<file path="config.mk">
export PLATFORM = sky130hd
export DESIGN_NAME = fosc_overlay
export DESIGN_NICKNAME = d
export VERILOG_FILES = /design/src/pkg/fosc_pkg.sv /design/src/logic/fosc_overlay.sv
export SDC_FILE = /design/constraint.sdc
export NUM_CORES = 1
export LEC_CHECK = 0
export ABC_AREA = 1
export BUFFER_PORTS_ARGS = -buffer_cell sky130_fd_sc_hd__buf_4
export CAP_MARGIN = 20
export CORE_UTILIZATION = 50
export DETAILED_ROUTE_END_ITERATION = 12
export GPL_TIMING_DRIVEN = 0
export PLACE_DENSITY = 0.7
export SLEW_MARGIN = 20
export SYNTH_ARGS = -nofsm -noshare
export SYNTH_HDL_FRONTEND = slang
export SYNTH_SLANG_ARGS = --single-unit
</file>
<file path="constraint.sdc">
create_clock -name clock -period 3.8 [get_ports clock]
set_input_delay 0.57 -clock clock [delete_from_list [all_inputs] [get_ports clock]]
set_output_delay 0.57 -clock clock [all_outputs]
set_load 0.1 [all_outputs]
</file>
<file path="src/pkg/fosc_pkg.sv">
package fosc_pkg;
  localparam int ADDR_W = 24;
  localparam int SECT_LSB = 17;
  localparam int NSECT = 128;
  localparam int SECT_W = 7;
  localparam logic [ADDR_W-1:0] UNLOCK_ADDR = 24'h000555;
  localparam logic [ADDR_W-1:0] EXIT_ADDR = 24'h000000;
  localparam logic [ADDR_W-1:0] CRC_LO_ADDR = 24'h000000;
  localparam logic [ADDR_W-1:0] CRC_HI_ADDR = 24'h000001;
  localparam logic [ADDR_W-1:0] SSR_LIMIT = 24'h000200;
  localparam logic [15:0] CMD_QUERY = 16'h0098;
  localparam logic [15:0] CMD_RESET = 16'h00f0;
  localparam logic [15:0] CMD_STATUS = 16'h0070;
  localparam logic [15:0] CMD_SSR = 16'h0088;
  localparam logic [15:0] CMD_CFG = 16'h0040;
  localparam logic [15:0] CMD_PWD = 16'h0060;
  localparam logic [15:0] CMD_PROT = 16'h00c0;
  localparam logic [15:0] CMD_LOCK = 16'h0050;
  localparam logic [15:0] CMD_CRC = 16'h0078;
  localparam logic [15:0] CMD_PROG = 16'h00a0;
  localparam logic [15:0] CMD_EXIT1 = 16'h0090;
  localparam logic [15:0] CMD_EXIT2 = 16'h0000;
  localparam logic [15:0] CMD_UNLOCK = 16'h0025;
  localparam logic [15:0] CMD_BULK = 16'h0030;
  localparam logic [15:0] CMD_CRC_START = 16'h00c3;
  localparam logic [15:0] CFG_RESET = 16'hffff;
  localparam logic [15:0] UNDEF_DATA = 16'hffff;
  localparam logic [31:0] CRC_POLY = 32'h04c11db7;
  localparam logic [31:0] CRC_INIT = 32'hffffffff;
  typedef enum logic [3:0] {
    FOSC_ARRAY = 4'h0, FOSC_QUERY = 4'h1, FOSC_STATUS = 4'h2,
    FOSC_SSR = 4'h3, FOSC_CFG = 4'h4, FOSC_PWD = 4'h5,
    FOSC_PROT = 4'h6, FOSC_LOCK = 4'h7, FOSC_CRC = 4'h8
  } fosc_map_t;
  typedef enum logic [1:0] {
    FOSC_CRC_IDLE = 2'b00, FOSC_CRC_RUN = 2'b01
  } fosc_crc_t;
endpackage

</file>
<file path="src/logic/fosc_overlay.sv">
// Overlay selector: decodes bus commands and chooses read data source.
module fosc_overlay (
  // Clock and reset
  input wire logic clock,
  input wire logic rstn,
  // Memory bus command/read side
  input wire logic bus_wr,
  input wire logic bus_rd,
  input wire logic bus_burst_first,
  input wire logic [fosc_pkg::ADDR_W-1:0] bus_addr,
  input wire logic [15:0] bus_wdata,
  output logic [15:0] bus_rdata,
  // Array and side-store read data
  input wire logic [15:0] array_rdata,
  input wire logic [15:0] query_rdata,
  input wire logic [15:0] ssr_rdata,
  input wire logic [7:0] device_status,
  // CRC range and array fetch
  input wire logic [fosc_pkg::ADDR_W-1:0] crc_start,
  input wire logic [fosc_pkg::ADDR_W-1:0] crc_end,
  output logic crc_fetch,
  output logic [fosc_pkg::ADDR_W-1:0] crc_addr,
  input wire logic [15:0] crc_fetch_data,
  // Program requests to the side stores
  output logic ssr_prog,
  output logic [fosc_pkg::ADDR_W-1:0] prog_addr,
  output logic [15:0] prog_data,
  // State visible outside
  output logic [3:0] active_map,
  output logic global_protect_lock_bit,
  output logic [15:0] protection_configuration_register
);
  fosc_pkg::fosc_map_t map, next_map, saved_map, next_saved_map;
  logic [fosc_pkg::SECT_W-1:0] sector_sel, next_sector_sel;
  logic [7:0] status_cap, next_status_cap;
  logic prog_armed, next_prog_armed;
  logic [15:0] next_cfg;
  logic [15:0] pwd [4];
  logic [15:0] next_pwd [4];
  logic [fosc_pkg::NSECT-1:0] prot, next_prot;
  logic next_lock;
  logic [15:0] rdata, next_rdata;
  logic ssr_prog_r, next_ssr_prog;
  logic [fosc_pkg::ADDR_W-1:0] paddr, next_paddr;
  logic [15:0] pdata, next_pdata;
  fosc_pkg::fosc_crc_t crc_st, next_crc_st;
  logic [31:0] crc, next_crc, crc_res, next_crc_res;
  logic [fosc_pkg::ADDR_W-1:0] caddr, next_caddr;
  logic cfetch, next_cfetch;
  logic [fosc_pkg::SECT_W-1:0] rd_sect;
  logic rd_in_sect;

  assign rd_sect = bus_addr[fosc_pkg::SECT_LSB +: fosc_pkg::SECT_W];
  assign rd_in_sect = (rd_sect == sector_sel);

  // CRC step over one 16-bit word, MSB first
  function automatic logic [31:0] crc_word(input logic [31:0] c,
                                           input logic [15:0] d);
    logic [31:0] r;
    r = c;
    for (int i = 15; i >= 0; i--) begin
      r = (r[31] ^ d[i]) ? ((r << 1) ^ fosc_pkg::CRC_POLY) : (r << 1);
    end
    return r;
  endfunction

  // Command decode and overlay store updates
  always_comb begin
    next_map = map;
    next_saved_map = saved_map;
    next_sector_sel = sector_sel;
    next_status_cap = status_cap;
    next_prog_armed = 1'b0;
    next_cfg = protection_configuration_register;
    next_pwd = pwd;
    next_prot = prot;
    next_lock = global_protect_lock_bit;
    next_ssr_prog = 1'b0;
    next_paddr = paddr;
    next_pdata = pdata;
    if (bus_wr) begin
      if (bus_wdata == fosc_pkg::CMD_RESET) begin
        next_map = fosc_pkg::FOSC_ARRAY;
      end else if (bus_wdata == fosc_pkg::CMD_STATUS) begin
        // Capture now so a later status change cannot tear the read
        next_status_cap = device_status;
        if (map != fosc_pkg::FOSC_STATUS) begin
          next_saved_map = map;
        end
        next_map = fosc_pkg::FOSC_STATUS;
      end else if (prog_armed) begin
        // Second cycle of a modified word program: address plus data
        unique case (map)
          fosc_pkg::FOSC_SSR: begin
            next_ssr_prog = 1'b1;
            next_paddr = bus_addr;
            next_pdata = bus_wdata;
          end
          fosc_pkg::FOSC_CFG: next_cfg = bus_wdata;
          fosc_pkg::FOSC_PWD: begin
            next_pwd[bus_addr[1:0]] = bus_wdata;
          end
          fosc_pkg::FOSC_PROT: next_prot[rd_sect] = 1'b1;
          fosc_pkg::FOSC_LOCK: next_lock = 1'b0;
          default: next_map = map;
        endcase
      end else if (map == fosc_pkg::FOSC_ARRAY) begin
        // Entry only from the array map keeps one overlay at a time
        if (bus_addr == fosc_pkg::UNLOCK_ADDR) begin
          next_sector_sel = rd_sect;
          unique case (bus_wdata)
            fosc_pkg::CMD_QUERY: next_map = fosc_pkg::FOSC_QUERY;
            fosc_pkg::CMD_SSR: next_map = fosc_pkg::FOSC_SSR;
            fosc_pkg::CMD_CFG: next_map = fosc_pkg::FOSC_CFG;
            fosc_pkg::CMD_PWD: next_map = fosc_pkg::FOSC_PWD;
            fosc_pkg::CMD_PROT: next_map = fosc_pkg::FOSC_PROT;
            fosc_pkg::CMD_LOCK: next_map = fosc_pkg::FOSC_LOCK;
            fosc_pkg::CMD_CRC: next_map = fosc_pkg::FOSC_CRC;
            default: next_map = map;
          endcase
        end
      end else if (bus_wdata == fosc_pkg::CMD_PROG) begin
        next_prog_armed = 1'b1;
      end else if (bus_wdata == fosc_pkg::CMD_EXIT1 ||
                   bus_wdata == fosc_pkg::CMD_EXIT2) begin
        if (map != fosc_pkg::FOSC_QUERY) begin
          next_map = fosc_pkg::FOSC_ARRAY;
        end
      end else if (bus_wdata == fosc_pkg::CMD_BULK &&
                   map == fosc_pkg::FOSC_PROT) begin
        next_prot = '0;
      end else if (bus_wdata == fosc_pkg::CMD_UNLOCK &&
                   map == fosc_pkg::FOSC_PWD) begin
        // Unlock succeeds only when the offered word matches word 0
        if (bus_addr[15:0] == pwd[0]) begin
          next_lock = 1'b0;
        end
      end
    end else if (bus_rd && map == fosc_pkg::FOSC_STATUS) begin
      next_map = saved_map;
    end
  end

  // Read data mux; sector and offset checks pick overlay or array
  always_comb begin
    next_rdata = rdata;
    if (bus_rd) begin
      unique case (map)
        fosc_pkg::FOSC_ARRAY: next_rdata = array_rdata;
        fosc_pkg::FOSC_QUERY:
          next_rdata = rd_in_sect ? query_rdata : array_rdata;
        fosc_pkg::FOSC_STATUS:
          next_rdata = bus_burst_first ? {8'h00, status_cap}
                                       : fosc_pkg::UNDEF_DATA;
        fosc_pkg::FOSC_SSR: begin
          if (!rd_in_sect) begin
            next_rdata = array_rdata;
          end else if (bus_addr[fosc_pkg::SECT_LSB-1:0] <
                       fosc_pkg::SSR_LIMIT[fosc_pkg::SECT_LSB-1:0]) begin
            next_rdata = ssr_rdata;
          end else begin
            next_rdata = fosc_pkg::UNDEF_DATA;
          end
        end
        fosc_pkg::FOSC_CFG:
          next_rdata = (bus_addr == fosc_pkg::EXIT_ADDR)
                       ? protection_configuration_register
                       : fosc_pkg::UNDEF_DATA;
        fosc_pkg::FOSC_PWD:
          next_rdata = (bus_addr[fosc_pkg::ADDR_W-1:2] == '0)
                       ? pwd[bus_addr[1:0]] : fosc_pkg::UNDEF_DATA;
        fosc_pkg::FOSC_PROT:
          next_rdata = {15'h0000, prot[rd_sect]};
        fosc_pkg::FOSC_LOCK:
          next_rdata = {15'h0000, global_protect_lock_bit};
        fosc_pkg::FOSC_CRC:
          next_rdata = (bus_addr == fosc_pkg::CRC_HI_ADDR)
                       ? crc_res[31:16] : crc_res[15:0];
        default: next_rdata = fosc_pkg::UNDEF_DATA;
      endcase
    end
  end

  // CRC engine walks start..end inclusive, one word per fetch
  always_comb begin
    next_crc_st = crc_st;
    next_crc = crc;
    next_crc_res = crc_res;
    next_caddr = caddr;
    next_cfetch = 1'b0;
    unique case (crc_st)
      fosc_pkg::FOSC_CRC_IDLE: begin
        if (bus_wr && map == fosc_pkg::FOSC_CRC &&
            bus_wdata == fosc_pkg::CMD_CRC_START) begin
          next_crc_st = fosc_pkg::FOSC_CRC_RUN;
          next_crc = fosc_pkg::CRC_INIT;
          next_caddr = crc_start;
          next_cfetch = 1'b1;
        end
      end
      fosc_pkg::FOSC_CRC_RUN: begin
        // Store answers while the strobe stands; cycles without it only raise it again
        if (cfetch) begin
          next_crc = crc_word(crc, crc_fetch_data);
          if (caddr == crc_end) begin
            next_crc_res = crc_word(crc, crc_fetch_data);
            next_crc_st = fosc_pkg::FOSC_CRC_IDLE;
          end else begin
            next_caddr = caddr + 1'b1;
          end
        end else begin
          next_cfetch = 1'b1;
        end
      end
    endcase
  end

  // State registers
  always_ff @(posedge clock) begin
    if (!rstn) begin
      map <= fosc_pkg::FOSC_ARRAY;
      saved_map <= fosc_pkg::FOSC_ARRAY;
      sector_sel <= '0;
      status_cap <= '0;
      prog_armed <= 1'b0;
      protection_configuration_register <= fosc_pkg::CFG_RESET;
      for (int i = 0; i < 4; i++) begin
        pwd[i] <= fosc_pkg::UNDEF_DATA;
      end
      prot <= '0;
      global_protect_lock_bit <= 1'b1;
      rdata <= '0;
      ssr_prog_r <= 1'b0;
      paddr <= '0;
      pdata <= '0;
      crc_st <= fosc_pkg::FOSC_CRC_IDLE;
      crc <= '0;
      crc_res <= '0; // Volatile: cleared by reset
      caddr <= '0;
      cfetch <= 1'b0;
    end else begin
      map <= next_map;
      saved_map <= next_saved_map;
      sector_sel <= next_sector_sel;
      status_cap <= next_status_cap;
      prog_armed <= next_prog_armed;
      protection_configuration_register <= next_cfg;
      pwd <= next_pwd;
      prot <= next_prot;
      global_protect_lock_bit <= next_lock;
      rdata <= next_rdata;
      ssr_prog_r <= next_ssr_prog;
      paddr <= next_paddr;
      pdata <= next_pdata;
      crc_st <= next_crc_st;
      crc <= next_crc;
      crc_res <= next_crc_res;
      caddr <= next_caddr;
      cfetch <= next_cfetch;
    end
  end

  assign bus_rdata = rdata;
  assign active_map = map;
  assign ssr_prog = ssr_prog_r;
  assign prog_addr = paddr;
  assign prog_data = pdata;
  assign crc_fetch = cfetch;
  assign crc_addr = caddr;
endmodule // fosc_overlay

</file>
; ---- Word level (Yosys, flattened, before mapping)
; Index checks and enable logic that the tools add are counted.
[totals]
regBits = 381
in_bits = 165
out_inout_bits = 103
elab_cells = 219
[classes]
add_sub_neg = 1
order_cmp = 5
n_eq_ne = 46
mux = 75
bitwise = 39
reduce_logical = 32
[ops]
columns = operator, n
row1 = 128-bit two-way mux, 6
row2 = 27-bit two-way mux, 16
row3 = 14-bit NOT, 16
row4 = 16-bit two-way mux, 10
row5 = 16-bit one-hot mux with 9 select lines, 1
row6 = 128-bit OR, 1
row7 = "16-bit by 8-bit equality test with 1-bit output, second input constant", 7
row8 = "16-bit by 7-bit equality test with 1-bit output, second input constant", 5
row9 = 24-bit two-way mux, 3
row10 = 64-bit bitwise mux, 1
row11 = 32-bit two-way mux, 2
row12 = 32-bit one-hot mux with 2 select lines, 1
row13 = 24-bit one-hot mux with 2 select lines, 1
row14 = 4-bit two-way mux, 10
row15 = 16-bit binary-select mux with 2-bit select, 1
row16 = 16-bit demux with 2-bit select, 1
row17 = "16-bit by 6-bit equality test with 1-bit output, second input constant", 2
row18 = 4-bit one-hot mux with 7 select lines, 1
row19 = "24-bit by 1-bit adder with 24-bit output, second input constant", 1
row20 = "24-bit by 1-bit equality test with 1-bit output, second input constant", 1
row21 = "24-bit by 11-bit equality test with 1-bit output, second input constant", 1
row22 = 24-bit equality test, 1
row23 = 24-bit zero test, 1
row24 = 22-bit zero test, 1
row25 = 45 further kinds, 107

; ---- Logic depth before layout (Yosys ltp)
; Gate-level depths: netlist (run 1).
[logic_depth]
word_depth = 34
mapped_depth = 19
ltp_nobuf = 18

; ---- Least setup slack after synthesis (run 1)
; Ideal clock, no wire load.
[synth_path]
kind = reg2reg
startpoint = register caddr (netlist bit crc_addr[0])
endpoint = register caddr (netlist bit crc_addr[20])
setup_time_ns = 0.132
t_arrival_ns = 2.577
required_time_ns = 3.668
slack_ns = 1.091
stages_incl_launch_ff = 15
n_path_buf = 0
period_less_slack_ns = 2.709
cell_sequence = dfxtp_1 ha_1 nand3_1 inv_1 nand2_1 nor2_1 inv_1 nor3_2 nand2_1 nor2_1 nand2_1 nand3_1 nand2_1 nand2_1 a21oi_1
[synth_via]
elab_chain_cells = 4
word_cells_on_any_way = 7
cone_classes = 1 x add/sub / 2 x eq/ne / 3 x mux / 1 x reduce/logical
[synth_rtl]
columns = item, line
row1 = start: declaration, fosc_overlay.sv:48  ; logic [fosc_pkg::ADDR_W-1:0] caddr, next_caddr;
row2 = start signal: assignment, fosc_overlay.sv:258  ; caddr <= next_caddr;
row3 = 24-bit by 1-bit adder with 24-bit output, fosc_overlay.sv:209  ; next_caddr = caddr + 1'b1;
row4 = 24-bit two-way mux, fosc_overlay.sv:205  ; if (caddr == crc_end) begin
row5 = 24-bit two-way mux, fosc_overlay.sv:203  ; if (cfetch) begin
row6 = 24-bit one-hot mux with 2 select lines, fosc_overlay.sv:191  ; unique case (crc_st)
; Several ways; a longest one is shown, not always the timed one. The select of a mux whose other input is x is not followed.
; A chain may end at the register's enable or synchronous reset.

; ---- Final worst setup path (run 1)
[layout_path]
startpoint = register map[0], in the netlist active_map[0]
endpoint = register map[1], in the netlist active_map[1]
[layout_via]
elab_chain_cells = 6
word_cells_on_any_way = 16
cone_classes = 7 x eq/ne / 5 x mux / 4 x reduce/logical
[layout_rtl]
columns = item, line
row1 = start: declaration, fosc_overlay.sv:33  ; fosc_pkg::fosc_map_t map, next_map, saved_map, next_saved_map;
row2 = start signal: assignment, fosc_overlay.sv:221  ; map <= fosc_pkg::FOSC_ARRAY;
row3 = start signal: assignment, fosc_overlay.sv:242  ; map <= next_map;
row4 = 4-bit zero test, fosc_overlay.sv:107  ; end else if (map == fosc_pkg::FOSC_ARRAY) begin
row5 = 4-bit two-way mux, fosc_overlay.sv:107
row6 = 4-bit two-way mux, fosc_overlay.sv:91  ; end else if (prog_armed) begin
row7 = 4-bit two-way mux, fosc_overlay.sv:84  ; end else if (bus_wdata == fosc_pkg::CMD_STATUS) begin
row8 = 4-bit two-way mux, fosc_overlay.sv:82  ; if (bus_wdata == fosc_pkg::CMD_RESET) begin
row9 = 4-bit two-way mux, fosc_overlay.sv:81  ; if (bus_wr) begin
; Several ways; a longest one is shown, not always the timed one. The select of a mux whose other input is x is not followed.

==> results of run 1 <==
==> per-layer routing <==
layer,up-vias,wire (microns)
li1,11400,-
met1,11100,34800
met2,1111,37400
met3,181,7540
met4,0,3030
met5,-,0
==> state kept, by name (all words and copies together), names as in the netlist, 16 cells and up <==
signal,flops
prog_data,16
crc,32
pwd,64
prot,128
protection_configuration_register,16
prog_addr,24
bus_rdata,16
crc_res,32
crc_addr,24
==> path summary, 6_finish.rpt <==
path                                                 start                         end  slack, ns
worst max-delay path            active_map[0]$_SDFFE_PN0P_  active_map[1]$_SDFFE_PN0P_       0.88
worst min-delay path                      device_status[4]  status_cap[4]$_SDFFE_PN0P_       0.25
worst max register to register  active_map[0]$_SDFFE_PN0P_  active_map[1]$_SDFFE_PN0P_       0.88
worst min register to register      prot[127]$_SDFFE_PN0P_      prot[127]$_SDFFE_PN0P_       0.46
==> synth_stat cells (all sizes together) (13+ instances only) <==
| master | n | area (sq um) |
|---|---|---|
| o22ai | 35 | 219 |
| nor2 | 228 | 921 |
| xnor2 | 33 | 289 |
| nand2 | 1003 | 3820 |
| nand3 | 283 | 1440 |
| o211ai | 83 | 623 |
| o21ai | 226 | 1130 |
| nor4 | 13 | 81.3 |
| nand4 | 24 | 150 |
| clkbuf | 75 | 282 |
| xor2 | 67 | 587 |
| a21oi | 260 | 1750 |
| buf | 92 | 578 |
| inv | 454 | 1700 |
| nor3 | 49 | 262 |
| dfxtp | 380 | 7610 |
==> stage by stage <==
step / hold slack (ns) / cell area, sq um / std cells / utilization (%)
floorplan: 0.430 / 21800 / 3356 / -
finish: 0.251 / 25900 / 4278 / 60.1
detailed placement: 0.443 / 24500 / 4202 / 56.9
global route: 0.243 / 25900 / 4277 / 60.1
global placement: 0.438 / 24500 / 4202 / 56.9
CTS: 0.223 / 25900 / 4276 / 60.0
==> area by class of cell <==
type,count,area (sq um)
antenna,2,5.00
buffer,167,860
clock buffer,61,1180
clock inverter,13,158
fill,4216,17200
inverter,455,1710
multi-input combinational,2354,11700
sequential,380,7610
tap,585,732
timing repair buffer,261,1960
==> cells by family after synthesis <==
logic type	count (synthesis)	share of synthesized area (%)
muxes	4	0.183
buffers and inverters	622	11.8
adders and majority gates	1	0.0573
AOI/OAI and AO/OA	625	17.8
xor gates and xnor gates	100	4.01
DFF	380	34.9
and+or+nand+nor	1624	31.3
==> power groups by stage <==
| stage | Sequential, W | Clock, W | Combinational (W) |
|---|---|---|---|
| floorplan | 0.00472 | 0 | 0.00133 |
| global placement | 0.00424 | 0 | 0.00273 |
| detailed placement | 0.00423 | 0 | 0.00276 |
| CTS | 0.00414 | 0.00412 | 0.00276 |
| global route | 0.00415 | 0.00427 | 0.00300 |
| finish | 0.00415 | 0.00409 | 0.00283 |
==> worst register-to-register path: cells and delay by family, from the launching register on <==
family | cells | cell delay [ns]
flip-flops | 1 | 0.59
buffers and inverters | 3 | 0.58
AO/OA/AOI/OAI | 1 | 0.24
AND/OR/NAND/NOR | 7 | 1.42
==> cells in the final DEF, fill, tap and decap left out, types with 5 or more instances in the layout <==
cell type,instances
inv_2,15
or2_2,12
inv_1,439
o22ai_1,35
a21oi_1,141
buf_1,6
xor2_1,67
nand4_1,24
o21ai_0,221
nand2_1,984
o21ai_1,5
clkbuf_16,43
nor3b_1,7
buf_6,16
nor2_4,6
clkinv_2,5
buf_2,60
clkbuf_1,89
nand2_2,18
nand3_1,280
nor3_1,45
a21oi_2,119
nor2_1,214
xnor2_1,33
o31ai_1,8
nor2_2,8
nor4_1,13
buf_4,271
dfxtp_1,380
o211ai_1,83
==> flow_summary.json, run 1 <==
{
  "p_clk_share_pct": 36.9,
  "power_w": 0.0111,
  "cp-start-kind": "register",
  "die_area_sq_mm": 0.0445,
  "drive_gt1_share_pct": 16.1,
  "dp_worst_setup_slack_ns": 0.490,
  "wl_per_cell_microns": 19.4,
  "swShare_pct": 35.5,
  "die_w_microns": 211,
  "cap_viol_max_count": 0,
  "final_hold_viol_count": 0,
  "post-cts-setup-buffers": 0,
  "grt_busiest_layer": "met2",
  "hold_path_depth": 3,
  "synth_ff_type": "dfxtp_1",
  "power_density_mw_per_mm2": 428,
  "pin_count": 268,
  "critPathKind": "reg2reg",
  "critPathMaxFanout": 6,
  "viasPerCell": 5.56,
  "maxSlewHeadroom_pct": 21.1,
  "core-area_sq_mm": 0.0431,
  "synth_seq_area_share_pct": 34.9,
  "cts_sinks": 380,
  "syn_area_per_cell_sq_um": 6.50,
  "grt_use_met1_pct": 48.9,
  "period_minus_slack_ns": 2.92,
  "layout_setup_ws_ns": 0.881,
  "worstPathCellList": "inv_1, nor3_1, inv_1, a21oi_1, nand2_1, nand2_1, inv_1, nand3_1, nand2_1, nand2_1, nor2_1",
  "portBuffers": 261,
  "status": "finished clean",
  "fin_skew_ns": 0.0158,
  "ys_ff_latch": 380,
  "clk_pin_slew_ns": 0.06,
  "min_path_type": "in2reg",
  "grt_max_degree": 14,
  "gp_congestion": 0.995,
  "cts_hold_buf": 0,
  "antenna_left": 0,
  "grt_pass1_wl_microns": 124000,
  "mappedNetlistNets": 3522,
  "setup_viol": 0,
  "crit_path_frequent_cell": "nand2_1",
  "firstDrtPassIters": 8,
  "max_freq_ghz": 0.343,
  "synth-async-reset-ratio_pct": 0,
  "cts-buffers-inserted": 42,
  "die_y_microns": 211,
  "ys_types": 44,
  "yosysWarnings": 0,
  "cp_num_cells": 11,
  "peakVddDrop_mv": 0.756,
  "rsz0062_at_grt": "false",
  "synth_edf_count": 0,
  "period_share_pct": 76.8,
  "grt_pass1_vias": 22000,
  "drt-total-wl_microns": 82800,
  "dp_hpwl_microns": 62900,
  "p_sw_w": 0.00393,
  "cts_root_buf": "clkbuf_16",
  "initial_core_util_pct": 50.7,
  "p_comb_share_pct": 25.6,
  "slowest_delay_ns": 0.87,
  "drc": 0,
  "path_buf_inv": 3,
  "slew_viol_final": 0,
  "syn_area_sq_mm": 0.0218,
  "p_seq_share_pct": 37.5,
  "critPathRequiredTime_ns": 4.26,
  "antenna_found_initial": 2,
  "worst-r2r-cell-count": 11,
  "finalSetupTns_ns": 0,
  "num_rows": 76,
  "tightestPinTransition_ns": 1.17,
  "setup.worst_path.end_class": "register",
  "synthCells": 3356,
  "p_int_w": 0.00715,
  "drt_iter0_markers": 2514,
  "gr-total-overflow": 0,
  "syn2layout_area_growth_pct": 18.5,
  "clockBufferDepth": 3,
  "grt_use_met3_pct": 5.92,
  "cp_top_family": "simple AND/OR/NAND/NOR gates",
  "ctsResizeCount": 0,
  "leakagePower_nw": 11.9,
  "slowest_stage": "nor3_1",
  "clk_latency_ns": 0.58,
  "worst_ep_arrival_time_ns": 3.38,
  "nets": 3827,
  "gr-usage-met2_pct": 57.9,
  "track_usage_pct": 36.3,
  "htree_levels": 2,
  "vias": 23800,
  "tritoncts": "built"
}
Power figures use the tool's default switching activity.
==> run 2: changes to the inputs <==
==> constraint.sdc (replaced) <==
create_clock -name clock -period 2.9 [get_ports clock]
set_input_delay 0.435 -clock clock [delete_from_list [all_inputs] [get_ports clock]]
set_output_delay 0.435 -clock clock [all_outputs]
set_load 0.1 [all_outputs]
==> run 2 against run 1 <==
Effect of this change: critical path type unchanged; critical path depth decreased by 2; cell count barely moved; die area unchanged; clock power is 31% higher; total power grew 31%; clock-buffer cell count unchanged; final area hardly changed; worst setup slack got worse by 0.71 ns; core utilization is essentially flat; sequential share of layout area hardly changed; non-clock buffer count unchanged.
==> flow_summary.json, run 2 (synthesis gave the netlist of run 1 again) <==
{
  "slowest_delay_ns": 0.51,
  "cts_hold_buf": 0,
  "core-area_sq_mm": 0.0431,
  "critPathKind": "reg2reg",
  "grt_pass1_vias": 22000,
  "largest_reg_flops": 128,
  "max_freq_ghz": 0.366,
  "die_area_sq_mm": 0.0445,
  "syn2layout_area_growth_pct": 18.6,
  "nets": 3827,
  "period_share_pct": 94.2,
  "dp_worst_setup_slack_ns": -0.275,
  "seq_area_sq_mm": 0.00761,
  "htree_levels": 2,
  "setup_viol": 0,
  "rsz0062_at_grt": "true",
  "die_w_microns": 211,
  "power_w": 0.0145,
  "firstDrtPassIters": 8,
  "grt_max_degree": 14,
  "layout_setup_ws_ns": 0.167,
  "maxSlewHeadroom_pct": 22.1,
  "viasPerCell": 5.56,
  "critPathMaxFanout": 10,
  "fin_skew_ns": 0.0176,
  "antenna_left": 0,
  "setup.worst_path.end_class": "register",
  "final_common_cell": "nand2_1",
  "cts_root_buf": "clkbuf_16",
  "drc": 0,
  "fin_util_pct": 60.1,
  "n_fill_cell": 4214,
  "clockBufferDepth": 3,
  "grt_pass1_wl_microns": 124000,
  "min_path_type": "in2reg",
  "clk_pin_slew_ns": 0.06,
  "cp_top_family": "simple AND/OR/NAND/NOR gates",
  "tritoncts": "built",
  "portBuffers": 261,
  "vias": 23800,
  "drt_iter0_markers": 2433,
  "antenna_found_initial": 2,
  "tightestPinTransition_ns": 1.16,
  "clk_latency_ns": 0.58,
  "initial_core_util_pct": 50.7,
  "drive_gt1_share_pct": 16.2,
  "worst_ep_arrival_time_ns": 3.20,
  "gp_congestion": 0.995,
  "track_usage_pct": 36.3,
  "dp_hpwl_microns": 62900,
  "final_cell_mix": "nand2_1 (982), inv_1 (439), dfxtp_1 (380)",
  "period_minus_slack_ns": 2.73,
  "cts-buffers-inserted": 42,
  "top_register": "prot",
  "worstPathCellList": "clkbuf_1, nand4_1, nor4_1, nand3_2, inv_2, buf_2, nand3_1, nand2_1, inv_1",
  "peakVddDrop_mv": 0.991,
  "slew_viol_final": 0,
  "leakagePower_nw": 11.9,
  "gr-total-overflow": 0,
  "power_density_mw_per_mm2": 561,
  "status": "finished clean",
  "die_y_microns": 211,
  "num_rows": 76,
  "biggestRegsByFlops": "prot x128, pwd x64",
  "wl_per_cell_microns": 19.4,
  "slowest_stage": "clkbuf_1",
  "cp-start-kind": "register",
  "multiInputGateArea_sq_mm": 0.0117,
  "cap_viol_max_count": 0,
  "cts_sinks": 380,
  "pin_count": 268,
  "whs_ns": 0.113,
  "drt-total-wl_microns": 82900,
  "path_buf_inv": 4,
  "final_hold_viol_count": 0,
  "critPathRequiredTime_ns": 3.36
}
==> run 2: worst register-to-register path: stages (launching register included) <==
cell and delay, ns:
dfxtp_1 0.31, clkbuf_1 0.51, nand4_1 0.18, nor4_1 0.39, nand3_2 0.33, inv_2 0.27, buf_2 0.31, nand3_1 0.20
nand2_1 0.11, inv_1 0.04
==> run 2: layout make-up <==
cell class                      count  share of cell area, %
Multi-Input combinational cell   2354                   45.1
Sequential cell                   380                   29.4
Timing Repair Buffer              261                   7.57
Inverter                          455                   6.60
Clock buffer                       61                   4.57
Buffer                            167                   3.33
Tap cell                          585                   2.83
Clock inverter                     13                  0.609
Antenna cell                        1                0.00967
==> run 2: timing repair <==
item,in CTS,in global routing
buffers inserted,0,0
endpoints found under the hold margin,0,0
setup endpoints to repair,0,39
gates resized for setup,0,7
==> run 2: per-stage QoR <==
stage               area [sq um]  setup TNS (ns)  cells
CTS                        25900               0   4276
global placement           24500           -2.89   4202
finish                     25900               0   4277
floorplan                  21800               0   3356
global route               25900         -0.0360   4277
detailed placement         24500           -1.57   4202
==> run 2: power breakdown <==
part | switching (W) | internal (W)
Clock | 0.00226 | 0.00311
Sequential | 0.000126 | 0.00532
Combinational | 0.00278 | 0.000942
==> run 2: path summary, 6_finish.rpt <==
path	start	endpoint	slack [ns]	cells past startpoint
worst max-delay path	crc_st[0]$_SDFFE_PN0P_	crc_res[20]$_SDFFE_PN0P_	0.17	9
worst min-delay path	device_status[4]	status_cap[4]$_SDFFE_PN0P_	0.11	3
worst max register to register	crc_st[0]$_SDFFE_PN0P_	crc_res[20]$_SDFFE_PN0P_	0.17	9
worst min register to register	prot[127]$_SDFFE_PN0P_	prot[127]$_SDFFE_PN0P_	0.45	2
==> run 2: metal layers <==
metal | vias up | track usage [%] | wire length, microns
met5 | - | 0 | 0
met4 | 0 | 14.4 | 3030
met3 | 175 | 5.92 | 7450
met2 | 1146 | 57.9 | 37600
met1 | 11100 | 48.9 | 34900
li1 | 11300 | - | -
